--- config.mk ---
export PLATFORM = sky130hd
export DESIGN_NAME = ioa_cmd_core
export DESIGN_NICKNAME = d
export VERILOG_FILES = /design/src/logic/ioa_pkg.sv /design/src/logic/ioa_cmd_core.sv /design/src/logic/ioa_calculate_cmd_alu.sv
export SDC_FILE = /design/constraint.sdc
export NUM_CORES = 2
export LEC_CHECK = 0
export ABC_AREA = 1
export BUFFER_PORTS_ARGS = -buffer_cell sky130_fd_sc_hd__buf_4
export CAP_MARGIN = 5
export CORE_ASPECT_RATIO = 0.9
export CORE_UTILIZATION = 62
export CTS_CLUSTER_SIZE = 16
export DETAILED_ROUTE_END_ITERATION = 16
export PLACE_DENSITY = 0.79
export REMOVE_ABC_BUFFERS = 1
export SLEW_MARGIN = 20
export SYNTH_ARGS = -nofsm -noshare
export SYNTH_HDL_FRONTEND = slang
export SYNTH_HIERARCHICAL = 1
export SYNTH_SLANG_ARGS = --single-unit
--- constraint.sdc ---
create_clock -name core_clk_i -period 81.6 [get_ports core_clk_i]
set_input_delay 8.16 -clock core_clk_i [delete_from_list [all_inputs] [get_ports core_clk_i]]
set_output_delay 8.16 -clock core_clk_i [all_outputs]
set_load 0.05 [all_outputs]
--- src/logic/ioa_pkg.sv ---
// Constants, types and helpers shared by the command-execution block
`default_nettype none
package ioa_pkg;

    // ****************************************
    // Frame layout
    // ****************************************
    localparam int         FRAME_LAST    = 8;
    localparam logic [3:0] FRAME_LAST_IX = 4'h8;
    localparam int         FB_TARGET     = 0;
    localparam int         FB_INSTR      = 1;
    localparam int         FB_TYPE       = 2;
    localparam int         FB_BANK       = 3;
    localparam int         FB_VAL3       = 4;
    localparam int         FB_VAL2       = 5;
    localparam int         FB_VAL1       = 6;
    localparam int         FB_VAL0       = 7;
    localparam int         FB_CHK        = 8;
    localparam int         RB_HOST       = 0;
    localparam int         RB_TARGET     = 1;
    localparam int         RB_STATUS     = 2;
    localparam int         RB_INSTR      = 3;

    // ****************************************
    // Instructions, banks, ports, status codes
    // ****************************************
    localparam logic [7:0] INSTR_GIO     = 8'h0F;
    localparam logic [7:0] INSTR_CALCULATE_CMD    = 8'h13;
    localparam logic [7:0] INSTR_COMP    = 8'h14;
    localparam logic [7:0] BANK_DIN      = 8'h00;
    localparam logic [7:0] BANK_ADC      = 8'h01;
    localparam logic [7:0] BANK_DOUT     = 8'h02;
    localparam logic [7:0] PORT_COUNT    = 8'h04;
    localparam logic [7:0] PORT_ENABLE   = 8'h0A;
    localparam logic [7:0] PORT_ALL      = 8'hFF;
    localparam logic [7:0] CALCULATE_CMD_OP_LAST  = 8'h09;
    localparam logic [7:0] ST_OK         = 8'h64;
    localparam logic [7:0] ST_BAD_CHK    = 8'h01;
    localparam logic [7:0] ST_BAD_CMD    = 8'h02;
    localparam logic [7:0] ST_BAD_TYPE   = 8'h03;
    localparam logic [7:0] ST_BAD_VAL    = 8'h04;

    // ****************************************
    // Register map
    // ****************************************
    localparam logic [4:0] REG_CTRL      = 5'h00;
    localparam logic [4:0] REG_STATUS    = 5'h04;
    localparam logic [4:0] REG_RX        = 5'h08;
    localparam logic [4:0] REG_TX        = 5'h0C;
    localparam logic [4:0] REG_ACCU      = 5'h10;
    localparam int         CTRL_ALONE    = 0;
    localparam int         CTRL_MOD_LSB  = 8;
    localparam int         CTRL_HOST_LSB = 16;
    localparam int         CTRL_ABORT    = 31;
    localparam logic [7:0] MOD_ADDR_RST  = 8'h01;
    localparam logic [7:0] HOST_ADDR_RST = 8'h02;

    // ****************************************
    // Types
    // ****************************************
    typedef enum logic [3:0] {
        CALCULATE_CMD_ADD, CALCULATE_CMD_SUB, CALCULATE_CMD_MUL, CALCULATE_CMD_DIV, CALCULATE_CMD_MOD,
        CALCULATE_CMD_AND, CALCULATE_CMD_OR, CALCULATE_CMD_XOR, CALCULATE_CMD_NOT, CALCULATE_CMD_LOAD
    } ioa_calculate_cmd_op_t;

    typedef enum logic [1:0] {PH_RX, PH_EXEC, PH_TX} ioa_phase_t;

    typedef logic [8:0][7:0] ioa_frame_t;

    typedef struct packed {
        logic eq;
        logic gt;
        logic lt;
    } ioa_flags_t;

    typedef struct packed {
        logic [3:0][15:0] adc;
        logic [3:0]       din;
        logic [3:0]       dout;
        logic             drv_en;
    } ioa_io_in_t;

    typedef struct packed {
        ioa_phase_t  phase;
        logic        ack;
        logic [31:0] rdata;
        logic        standalone;
        logic [7:0]  mod_addr;
        logic [7:0]  host_addr;
        logic [3:0]  rx_cnt;
        logic [3:0]  tx_cnt;
        ioa_frame_t  rx;
        ioa_frame_t  tx;
        logic [31:0] acc;
        ioa_flags_t  flags;
        logic        chk_err;
    } ioa_state_t;

    localparam ioa_state_t IOA_ST_RST = '{
        phase:     PH_RX,
        mod_addr:  MOD_ADDR_RST,
        host_addr: HOST_ADDR_RST,
        default:   '0
    };

    function automatic logic [7:0] ioa_chk_sum(input ioa_frame_t f);
        logic [7:0] s;
        s = 8'h00;
        for (int i = 0; i < FRAME_LAST; i++)
        begin
            s = s + f[i];
        end
        return s;
    endfunction : ioa_chk_sum

endpackage : ioa_pkg
`default_nettype wire

--- src/logic/ioa_cmd_core.sv ---
// Command frame interpreter: input read, calculate and compare
`timescale 1ns/1ps
`default_nettype none
module ioa_cmd_core (
    input  wire logic                core_clk_i,
    input  wire logic                srst_i,
    input  wire logic [4:0]          avs_address_i,
    input  wire logic                avs_read_i,
    input  wire logic                avs_write_i,
    input  wire logic [31:0]         avs_writedata_i,
    input  wire logic [3:0]          avs_byteenable_i,
    output logic [31:0]              avs_readdata_o,
    output logic                     avs_waitrequest_o,
    input  wire ioa_pkg::ioa_io_in_t io_i,
    output ioa_pkg::ioa_flags_t      cmp_flags_o
);
    import ioa_pkg::*;

    // ****************************************
    // State and frame decode
    // ****************************************
    ioa_state_t  st_q;
    ioa_state_t  st_d;
    logic        req;
    logic        rd_take;
    logic        wr_take;
    logic [31:0] be_mask;
    logic [31:0] rd_mux;
    logic [7:0]  ex_target;
    logic [7:0]  ex_instr;
    logic [7:0]  ex_type;
    logic [7:0]  ex_bank;
    logic [31:0] ex_value;
    logic        chk_ok;
    logic        exec_take;
    logic        exec_ok;
    logic        port_ok;
    logic [1:0]  port_ix;
    logic        din_sel;
    logic [15:0] adc_sel;
    logic        dout_sel;
    logic [31:0] gio_val;
    logic [7:0]  gio_stat;
    logic [31:0] alu_res;
    logic        alu_div0;
    ioa_flags_t  alu_flags;
    logic [31:0] tx_value;

    assign ex_target = st_q.rx[FB_TARGET];
    assign ex_instr  = st_q.rx[FB_INSTR];
    assign ex_type   = st_q.rx[FB_TYPE];
    assign ex_bank   = st_q.rx[FB_BANK];
    assign ex_value  = {st_q.rx[FB_VAL3], st_q.rx[FB_VAL2],
                        st_q.rx[FB_VAL1], st_q.rx[FB_VAL0]};
    assign chk_ok    = (ioa_chk_sum(st_q.rx) == st_q.rx[FB_CHK]);
    assign exec_take = (st_q.phase == PH_EXEC) && (ex_target == st_q.mod_addr);
    assign exec_ok   = exec_take && chk_ok;
    assign tx_value  = {st_q.tx[FB_VAL3], st_q.tx[FB_VAL2],
                        st_q.tx[FB_VAL1], st_q.tx[FB_VAL0]};

    // ****************************************
    // Input selection for get-input
    // ****************************************
    // Digital and analog views are both live, no mode to switch
    assign port_ok  = (ex_type < PORT_COUNT);
    assign port_ix  = ex_type[1:0];
    assign din_sel  = io_i.din[port_ix];
    assign adc_sel  = io_i.adc[port_ix];
    assign dout_sel = io_i.dout[port_ix];

    always_comb
    begin
        gio_val  = '0;
        gio_stat = ST_OK;
        if (ex_bank > BANK_DOUT)
        begin
            gio_stat = ST_BAD_VAL;
        end
        else if ((ex_bank == BANK_DIN) && (ex_type == PORT_ALL))
        begin
            gio_val = {28'h0000000, io_i.din};
        end
        else if ((ex_bank == BANK_DIN) && (ex_type == PORT_ENABLE))
        begin
            gio_val = {31'h00000000, ~io_i.drv_en};
        end
        else if (!port_ok)
        begin
            gio_stat = ST_BAD_TYPE;
        end
        else if (ex_bank == BANK_DIN)
        begin
            gio_val = {31'h00000000, din_sel};
        end
        else if (ex_bank == BANK_ADC)
        begin
            gio_val = {16'h0000, adc_sel};
        end
        else
        begin
            gio_val = {31'h00000000, dout_sel};
        end
    end

    ioa_calculate_cmd_alu u_alu (
        .op_i       (ioa_calculate_cmd_op_t'(ex_type[3:0])),
        .acc_i      (st_q.acc),
        .operand_i  (ex_value),
        .result_o   (alu_res),
        .div_zero_o (alu_div0),
        .flags_o    (alu_flags)
    );

    // ****************************************
    // Avalon-MM slave, one wait state
    // ****************************************
    assign req               = avs_read_i | avs_write_i;
    assign avs_waitrequest_o = req & ~st_q.ack;
    assign rd_take           = avs_read_i & st_q.ack;
    assign wr_take           = avs_write_i & st_q.ack;
    assign avs_readdata_o    = st_q.rdata;
    assign cmp_flags_o       = st_q.flags;

    always_comb
    begin
        for (int i = 0; i < 4; i++)
        begin
            be_mask[i*8 +: 8] = {8{avs_byteenable_i[i]}};
        end
    end

    // Unmapped and write-only offsets read as zero
    always_comb
    begin
        rd_mux = '0;
        if (avs_address_i == REG_CTRL)
        begin
            rd_mux[CTRL_ALONE]          = st_q.standalone;
            rd_mux[CTRL_MOD_LSB +: 8]   = st_q.mod_addr;
            rd_mux[CTRL_HOST_LSB +: 8]  = st_q.host_addr;
        end
        else if (avs_address_i == REG_STATUS)
        begin
            rd_mux = {19'h00000, st_q.flags.lt, st_q.flags.gt, st_q.flags.eq,
                      st_q.chk_err, st_q.tx_cnt, st_q.rx_cnt, st_q.phase == PH_TX};
        end
        else if ((avs_address_i == REG_TX) && (st_q.phase == PH_TX))
        begin
            rd_mux = {24'h000000, st_q.tx[st_q.tx_cnt]};
        end
        else if (avs_address_i == REG_ACCU)
        begin
            rd_mux = st_q.acc;
        end
    end

    // ****************************************
    // Next state
    // ****************************************
    always_comb
    begin
        logic [7:0]  r_stat;
        logic [31:0] r_val;
        r_stat = ST_OK;
        r_val  = ex_value;
        st_d     = st_q;
        st_d.ack = req & ~st_q.ack;
        if (avs_read_i && !st_q.ack)
        begin
            st_d.rdata = rd_mux;
        end
        if (wr_take && (avs_address_i == REG_CTRL))
        begin
            if (avs_byteenable_i[0])
            begin
                st_d.standalone = avs_writedata_i[CTRL_ALONE];
            end
            if (avs_byteenable_i[1])
            begin
                st_d.mod_addr = avs_writedata_i[CTRL_MOD_LSB +: 8];
            end
            if (avs_byteenable_i[2])
            begin
                st_d.host_addr = avs_writedata_i[CTRL_HOST_LSB +: 8];
            end
        end
        if (wr_take && (avs_address_i == REG_ACCU))
        begin
            st_d.acc = (st_q.acc & ~be_mask) | (avs_writedata_i & be_mask);
        end
        unique case (st_q.phase)
            PH_RX:
            begin
                // Bytes arrive in frame order, target address first
                if (wr_take && (avs_address_i == REG_RX) && avs_byteenable_i[0])
                begin
                    st_d.rx[st_q.rx_cnt] = avs_writedata_i[7:0];
                    st_d.rx_cnt          = st_q.rx_cnt + 4'h1;
                    if (st_q.rx_cnt == FRAME_LAST_IX)
                    begin
                        st_d.rx_cnt = '0;
                        st_d.phase  = PH_EXEC;
                    end
                end
            end
            PH_EXEC:
            begin
                // Frames for another address are dropped without reply
                st_d.phase = PH_RX;
                if (exec_take)
                begin
                    st_d.chk_err = !chk_ok;
                    if (!chk_ok)
                    begin
                        r_stat = ST_BAD_CHK;
                    end
                    else if (ex_instr == INSTR_GIO)
                    begin
                        r_val  = gio_val;
                        r_stat = gio_stat;
                        if (gio_stat == ST_OK)
                        begin
                            if (st_q.standalone || (ex_type == PORT_ALL))
                            begin
                                st_d.acc = gio_val;
                            end
                        end
                    end
                    else if (ex_instr == INSTR_CALCULATE_CMD)
                    begin
                        // Division by zero keeps the accumulator and reports it
                        if (ex_type > CALCULATE_CMD_OP_LAST)
                        begin
                            r_stat = ST_BAD_TYPE;
                        end
                        else if (alu_div0)
                        begin
                            r_stat = ST_BAD_VAL;
                        end
                        else
                        begin
                            st_d.acc = alu_res;
                        end
                    end
                    else if (ex_instr == INSTR_COMP)
                    begin
                        st_d.flags = alu_flags;
                    end
                    else
                    begin
                        r_stat = ST_BAD_CMD;
                    end
                    st_d.phase                                 = PH_TX;
                    st_d.tx_cnt                                = '0;
                    st_d.tx[RB_HOST]                           = st_q.host_addr;
                    st_d.tx[RB_TARGET]                         = st_q.mod_addr;
                    st_d.tx[RB_STATUS]                         = r_stat;
                    st_d.tx[RB_INSTR]                          = ex_instr;
                    {st_d.tx[FB_VAL3], st_d.tx[FB_VAL2],
                     st_d.tx[FB_VAL1], st_d.tx[FB_VAL0]}       = r_val;
                    st_d.tx[FB_CHK]                            = ioa_chk_sum(st_d.tx);
                end
            end
            PH_TX:
            begin
                // Frame bytes written before the whole reply is read are dropped
                if (rd_take && (avs_address_i == REG_TX))
                begin
                    st_d.tx_cnt = st_q.tx_cnt + 4'h1;
                    if (st_q.tx_cnt == FRAME_LAST_IX)
                    begin
                        st_d.tx_cnt = '0;
                        st_d.phase  = PH_RX;
                    end
                end
            end
        endcase
        if (wr_take && (avs_address_i == REG_CTRL) && avs_byteenable_i[3]
            && avs_writedata_i[CTRL_ABORT])
        begin
            st_d.phase  = PH_RX;
            st_d.rx_cnt = '0;
            st_d.tx_cnt = '0;
        end
    end

    always_ff @(posedge core_clk_i)
    begin
        if (srst_i)
        begin
            st_q <= IOA_ST_RST;
        end
        else
        begin
            st_q <= st_d;
        end
    end

    // ****************************************
    // Assertions
    // ****************************************
    property p_gio_din;
        @(posedge core_clk_i) disable iff (srst_i)
        exec_ok && (ex_instr == INSTR_GIO) && (ex_bank == BANK_DIN) && port_ok
        |=> tx_value == {31'h00000000, $past(din_sel)};
    endproperty
    a_gio_din: assert property (p_gio_din) else $error("digital input value wrong");

    property p_gio_all;
        @(posedge core_clk_i) disable iff (srst_i)
        exec_ok && (ex_instr == INSTR_GIO) && (ex_bank == BANK_DIN) && (ex_type == PORT_ALL)
        |=> st_q.acc == {28'h0000000, $past(io_i.din)};
    endproperty
    a_gio_all: assert property (p_gio_all) else $error("input vector not loaded");

    property p_gio_adc;
        @(posedge core_clk_i) disable iff (srst_i)
        exec_ok && (ex_instr == INSTR_GIO) && (ex_bank == BANK_ADC) && port_ok
        |=> tx_value == {16'h0000, $past(adc_sel)};
    endproperty
    a_gio_adc: assert property (p_gio_adc) else $error("analog value wrong");

    property p_gio_dout;
        @(posedge core_clk_i) disable iff (srst_i)
        exec_ok && (ex_instr == INSTR_GIO) && (ex_bank == BANK_DOUT) && port_ok
        |=> tx_value == {31'h00000000, $past(dout_sel)};
    endproperty
    a_gio_dout: assert property (p_gio_dout) else $error("output state wrong");

    property p_gio_en;
        @(posedge core_clk_i) disable iff (srst_i)
        exec_ok && (ex_instr == INSTR_GIO) && (ex_bank == BANK_DIN) && (ex_type == PORT_ENABLE)
        |=> tx_value == {31'h00000000, !$past(io_i.drv_en)};
    endproperty
    a_gio_en: assert property (p_gio_en) else $error("enable state wrong");

    property p_calculate_cmd_sub;
        @(posedge core_clk_i) disable iff (srst_i)
        exec_ok && (ex_instr == INSTR_CALCULATE_CMD) && (ex_type == 8'h01)
        |=> st_q.acc == $past(st_q.acc) - $past(ex_value);
    endproperty
    a_calculate_cmd_sub: assert property (p_calculate_cmd_sub) else $error("subtract wrong");

    property p_calculate_cmd_not;
        @(posedge core_clk_i) disable iff (srst_i)
        exec_ok && (ex_instr == INSTR_CALCULATE_CMD) && (ex_type == 8'h08)
        |=> st_q.acc == ~$past(st_q.acc);
    endproperty
    a_calculate_cmd_not: assert property (p_calculate_cmd_not) else $error("invert wrong");

    property p_calculate_cmd_load;
        @(posedge core_clk_i) disable iff (srst_i)
        exec_ok && (ex_instr == INSTR_CALCULATE_CMD) && (ex_type == CALCULATE_CMD_OP_LAST)
        |=> st_q.acc == $past(ex_value);
    endproperty
    a_calculate_cmd_load: assert property (p_calculate_cmd_load) else $error("load wrong");

    property p_calculate_cmd_ok;
        @(posedge core_clk_i) disable iff (srst_i)
        exec_ok && (ex_instr == INSTR_CALCULATE_CMD) && (ex_type <= CALCULATE_CMD_OP_LAST) && !alu_div0
        |=> (st_q.tx[RB_STATUS] == ST_OK) && (tx_value == $past(ex_value));
    endproperty
    a_calculate_cmd_ok: assert property (p_calculate_cmd_ok) else $error("calculate reply wrong");

    property p_comp;
        @(posedge core_clk_i) disable iff (srst_i)
        exec_ok && (ex_instr == INSTR_COMP)
        |=> $stable(st_q.acc) && (st_q.flags.eq == ($past(st_q.acc) == $past(ex_value)));
    endproperty
    a_comp: assert property (p_comp) else $error("compare result wrong");

    property p_direct;
        @(posedge core_clk_i) disable iff (srst_i)
        exec_ok && (ex_instr == INSTR_GIO) && !st_q.standalone && (ex_type != PORT_ALL)
        |=> $stable(st_q.acc) && (st_q.phase == PH_TX);
    endproperty
    a_direct: assert property (p_direct) else $error("direct read touched accumulator");

    property p_reply;
        @(posedge core_clk_i) disable iff (srst_i)
        $rose(st_q.phase == PH_TX)
        |-> (st_q.tx[RB_HOST] == st_q.host_addr) && (st_q.tx[RB_TARGET] == st_q.mod_addr)
            && (st_q.tx[FB_CHK] == ioa_chk_sum(st_q.tx));
    endproperty
    a_reply: assert property (p_reply) else $error("reply frame malformed");

    property p_bad_chk;
        @(posedge core_clk_i) disable iff (srst_i)
        exec_take && !chk_ok
        |=> (st_q.tx[RB_STATUS] == ST_BAD_CHK) && $stable(st_q.acc) && st_q.chk_err;
    endproperty
    a_bad_chk: assert property (p_bad_chk) else $error("bad checksum not refused");

endmodule : ioa_cmd_core
`default_nettype wire

--- src/logic/ioa_calculate_cmd_alu.sv ---
// Accumulator arithmetic, logic and compare unit
`timescale 1ns/1ps
`default_nettype none
module ioa_calculate_cmd_alu (
    input  wire ioa_pkg::ioa_calculate_cmd_op_t op_i,
    input  wire logic [31:0]           acc_i,
    input  wire logic [31:0]           operand_i,
    output logic [31:0]                result_o,
    output logic                       div_zero_o,
    output ioa_pkg::ioa_flags_t        flags_o
);
    import ioa_pkg::*;

    logic [31:0] divisor;

    // Signed view: operands may be negative
    always_comb
    begin
        div_zero_o = (operand_i == '0) && ((op_i == CALCULATE_CMD_DIV) || (op_i == CALCULATE_CMD_MOD));
        // Safe divisor replaces a zero operand with 1 so the divide never sees zero
        divisor    = div_zero_o ? 32'h00000001 : operand_i;
        flags_o.eq = (acc_i == operand_i);
        flags_o.gt = ($signed(acc_i) > $signed(operand_i));
        flags_o.lt = ($signed(acc_i) < $signed(operand_i));
        unique case (op_i)
            CALCULATE_CMD_ADD:  result_o = acc_i + operand_i;
            CALCULATE_CMD_SUB:  result_o = acc_i - operand_i;
            CALCULATE_CMD_MUL:  result_o = acc_i * operand_i;
            CALCULATE_CMD_DIV:  result_o = $signed(acc_i) / $signed(divisor);
            CALCULATE_CMD_MOD:  result_o = $signed(acc_i) % $signed(divisor);
            CALCULATE_CMD_AND:  result_o = acc_i & operand_i;
            CALCULATE_CMD_OR:   result_o = acc_i | operand_i;
            CALCULATE_CMD_XOR:  result_o = acc_i ^ operand_i;
            CALCULATE_CMD_NOT:  result_o = ~acc_i;
            CALCULATE_CMD_LOAD: result_o = operand_i;
            default:   result_o = acc_i;
        endcase
    end

endmodule : ioa_calculate_cmd_alu
`default_nettype wire

==> flow_metrics.env <==
export IMPL_initial_core_util_pct=62.98
export IMPL_synth_top_family_by_area="simple AND/OR/NAND/NOR gates"
export IMPL_grtUsageTotal_pct=49.11
export IMPL_syn_cell_area_mm2=0.06933
export IMPL_syn_to_final_growth_pct=7.791
export IMPL_place_area_mm2=0.07172
export IMPL_netlist_area_leader_share_pct=14.97
export IMPL_tns_ns=0
export IMPL_first_iter_violations=11130
export IMPL_synth_compound_area_share_pct=16.85
export IMPL_ios=154
export IMPL_synth_ff_type="dfxtp_1"
export IMPL_slew_headroom_pct=12.82
export IMPL_synth_seq_area_share_pct=6.815
export IMPL_wirelength_mm=293.2
export IMPL_core_area_mm2=0.1101
export IMPL_fin_area_mm2=0.07473
export IMPL_drtPass1Iterations=9
export IMPL_place_ws_ns=-2.816
export IMPL_cpPeakStageDelay_ns=0.74
export IMPL_dp_cells=12380
export IMPL_vias_per_cell=6.278
export IMPL_cts_root_buffer="clkbuf_16"
export IMPL_async_flop_share_pct=0
export IMPL_wire_per_inst_um=23.41
export IMPL_grt_max_degree=96
export IMPL_vias=78630
export IMPL_slowest_stage="o21ai_0"
export IMPL_worst_setup_path_start_kind="flip-flop"
export IMPL_muxShareOfSynthArea_pct=0.2725
export IMPL_path_buf_inv=75
export IMPL_htreeDepth=1
export IMPL_clock_path_buffers=3
export IMPL_cts_tree="built"
export IMPL_synth_edf_count=0
export IMPL_path_max_fanout=28
export IMPL_crit_type="flip-flop to flip-flop"
export IMPL_avgSynthCellArea_um2=6.304
export IMPL_rows=115
export IMPL_ctsHoldBuffers=0
export IMPL_ys_top_cells_by_count="nand2_1 (2765), inv_1 (2026), a21oi_1 (864)"
export IMPL_fmax_mhz=13.03
export IMPL_slew_violations=0
export IMPL_die_y_um=319.2
export IMPL_crit_family="simple AND/OR/NAND/NOR gates"
export IMPL_synthAdderAreaFrac_pct=28.14
export IMPL_cpMostUsedCell="nand2_1"
export IMPL_yosysMostFrequentCell="nand2_1"
export IMPL_grt_pass1_vias=72830
export IMPL_drv_cap=0
export IMPL_clkSinkCount=236
export IMPL_cts_buffers=26
export IMPL_routabilityCongestion=1.115
export IMPL_crit_required_ns=82.02
export IMPL_worst_slack_ns=4.835
export IMPL_antenna_found_initial=18
export IMPL_synthSimpleGateAreaFrac_pct=28.15
export IMPL_ys_warn_count=6
export IMPL_ant_nets=0
export IMPL_run_status="complete, no violations"
export IMPL_hold_violations=0
export IMPL_crit_path_end_kind="flip-flop"
export IMPL_final_instance_count_excl_fill=12530
export IMPL_cts_reportedPaths_clkPinSlew_ns=0.07
export IMPL_synth_top_area_cell="nand2_1"
export IMPL_overflow=0
export IMPL_setup_viol=0
export IMPL_clk_latency_ns=0.58
export IMPL_die_x_um=354.5
export IMPL_worstHoldPathType="flip-flop to flip-flop"
export IMPL_die_area_mm2=0.1132
export IMPL_netlist_cell_type_count=96
export IMPL_fin_nets=12420
export IMPL_ys_seq_elements=236
export IMPL_fin_crit_ns=76.76
export IMPL_portBuffers=153
export IMPL_drive_gt1_share_pct=9.887
export IMPL_worst_pin_slew_ns=1.294
export IMPL_hpwl_mm=223.0
export IMPL_reg2reg_slack_ns=4.84
export IMPL_syn_inst=11000
export IMPL_drc=0
export IMPL_worstPathArrival_ns=77.19
export IMPL_grt_pass1_wl_mm=428.9
export IMPL_synth_xor_area_share_pct=5.506
export IMPL_synth_area_top_cells="nand2_1 (15%), ha_1 (14%), fa_1 (14%), inv_1 (11%), dfxtp_1 (6.8%)"
export IMPL_layout_worst_path_cycle_share_pct=94.07
export IMPL_skew_ns=0.03281
## path summary, 6_finish.rpt
path,end,cells past startpoint,start
worst max-delay path,st_q[32],541,st_q[4]
worst min-delay path,st_q[101],2,st_q[101]
worst max register to register,st_q[32],541,st_q[4]
worst min register to register,st_q[101],2,st_q[101]
## kinds of logic after synthesis
group	Yosys count
DFF	236
xor gates and xnor gates	435
AOI/OAI and AO/OA	2028
and+or+nand+nor	4512
muxes	17
buffers and inverters	2502
adders and majority gates	1267
## registers in the layout (all words and copies together), names as in the netlist
register and count:
ex_instr 8, st_q 137, cmp_flags_o 3, ex_value 32, ex_type 8, avs_readdata_o 32
ex_bank 8, ex_target 8
## worst register-to-register path, delay by kind of cell, from the launching register on
family                     cells  cell delay [ns]
buffers and inverters         75             7.64
xor gates and xnor gates       4             0.78
and+or+nand+nor              279            32.72
DFF                            1             0.34
AOI/OAI and AO/OA            150            25.12
adders and majority gates     33            10.05
## through the flow
step	util, %	hold slack [ns]
3_5_place_dp	65.16	0.4453
3_3_place_gp	65.16	0.4379
6_report	67.89	0.4612
2_1_floorplan	-	0.4266
5_1_grt	67.87	0.4857
4_1_cts	66.08	0.4537
## per-layer routing
layer	global-route usage [%]	vias up	part of all wire (%)
li1	-	35260	-
met1	62.46	36080	37
met2	71.89	5844	40
met3	15.61	1428	15
met4	30.36	22	7.8
met5	0	-	0.049
## placed cells by master (no fill, tap or decap), drive strengths merged, types with 25 or more instances in the layout
cell type  Yosys  layout
a211oi        31      31
a21o          27      27
a21oi        873     873
a31oi         38      38
buf          189     385
clkbuf       197      39
dfxtp        236     236
fa           487     487
ha           780     780
inv         2097    2095
nand2       2815    2819
nand3        609     609
nand3b        31      31
nand4         78      78
nor2         624     624
nor3         143     143
nor4          62      62
o2111ai       35      35
o211ai        54      54
o21a          25      25
o21ai        661     661
o21bai        43      43
o221ai        28      28
o22ai         65      65
o31ai         30      30
or2          115     115
xnor2        157     157
xor2         278     278
## area by class of cell
class / instances / area [µm²]
Antenna cell: 8 / 20.02
Multi-Input combinational cell: 8263 / 56110
Inverter: 2115 / 8016
Clock buffer: 36 / 759.5
Timing Repair Buffer: 388 / 3104
Timing Repair inverter: 7 / 47.55
Sequential cell: 236 / 4748
Clock inverter: 10 / 96.34
Tap cell: 1462 / 1829
Fill cell: 9896 / 35350
## repair_timing
item | 4_1_cts | 5_1_grt
setup buffers | 5 | 74
pin swaps | 3 | 49
gates resized for setup | 35 | 337
endpoints found under the setup margin | 30 | 32
endpoints found under the hold margin | 0 | 0
cloned | 1 | 13
Power is not shown: default switching activity piles up to over one toggle a cycle in this logic, so the estimate is an artifact.
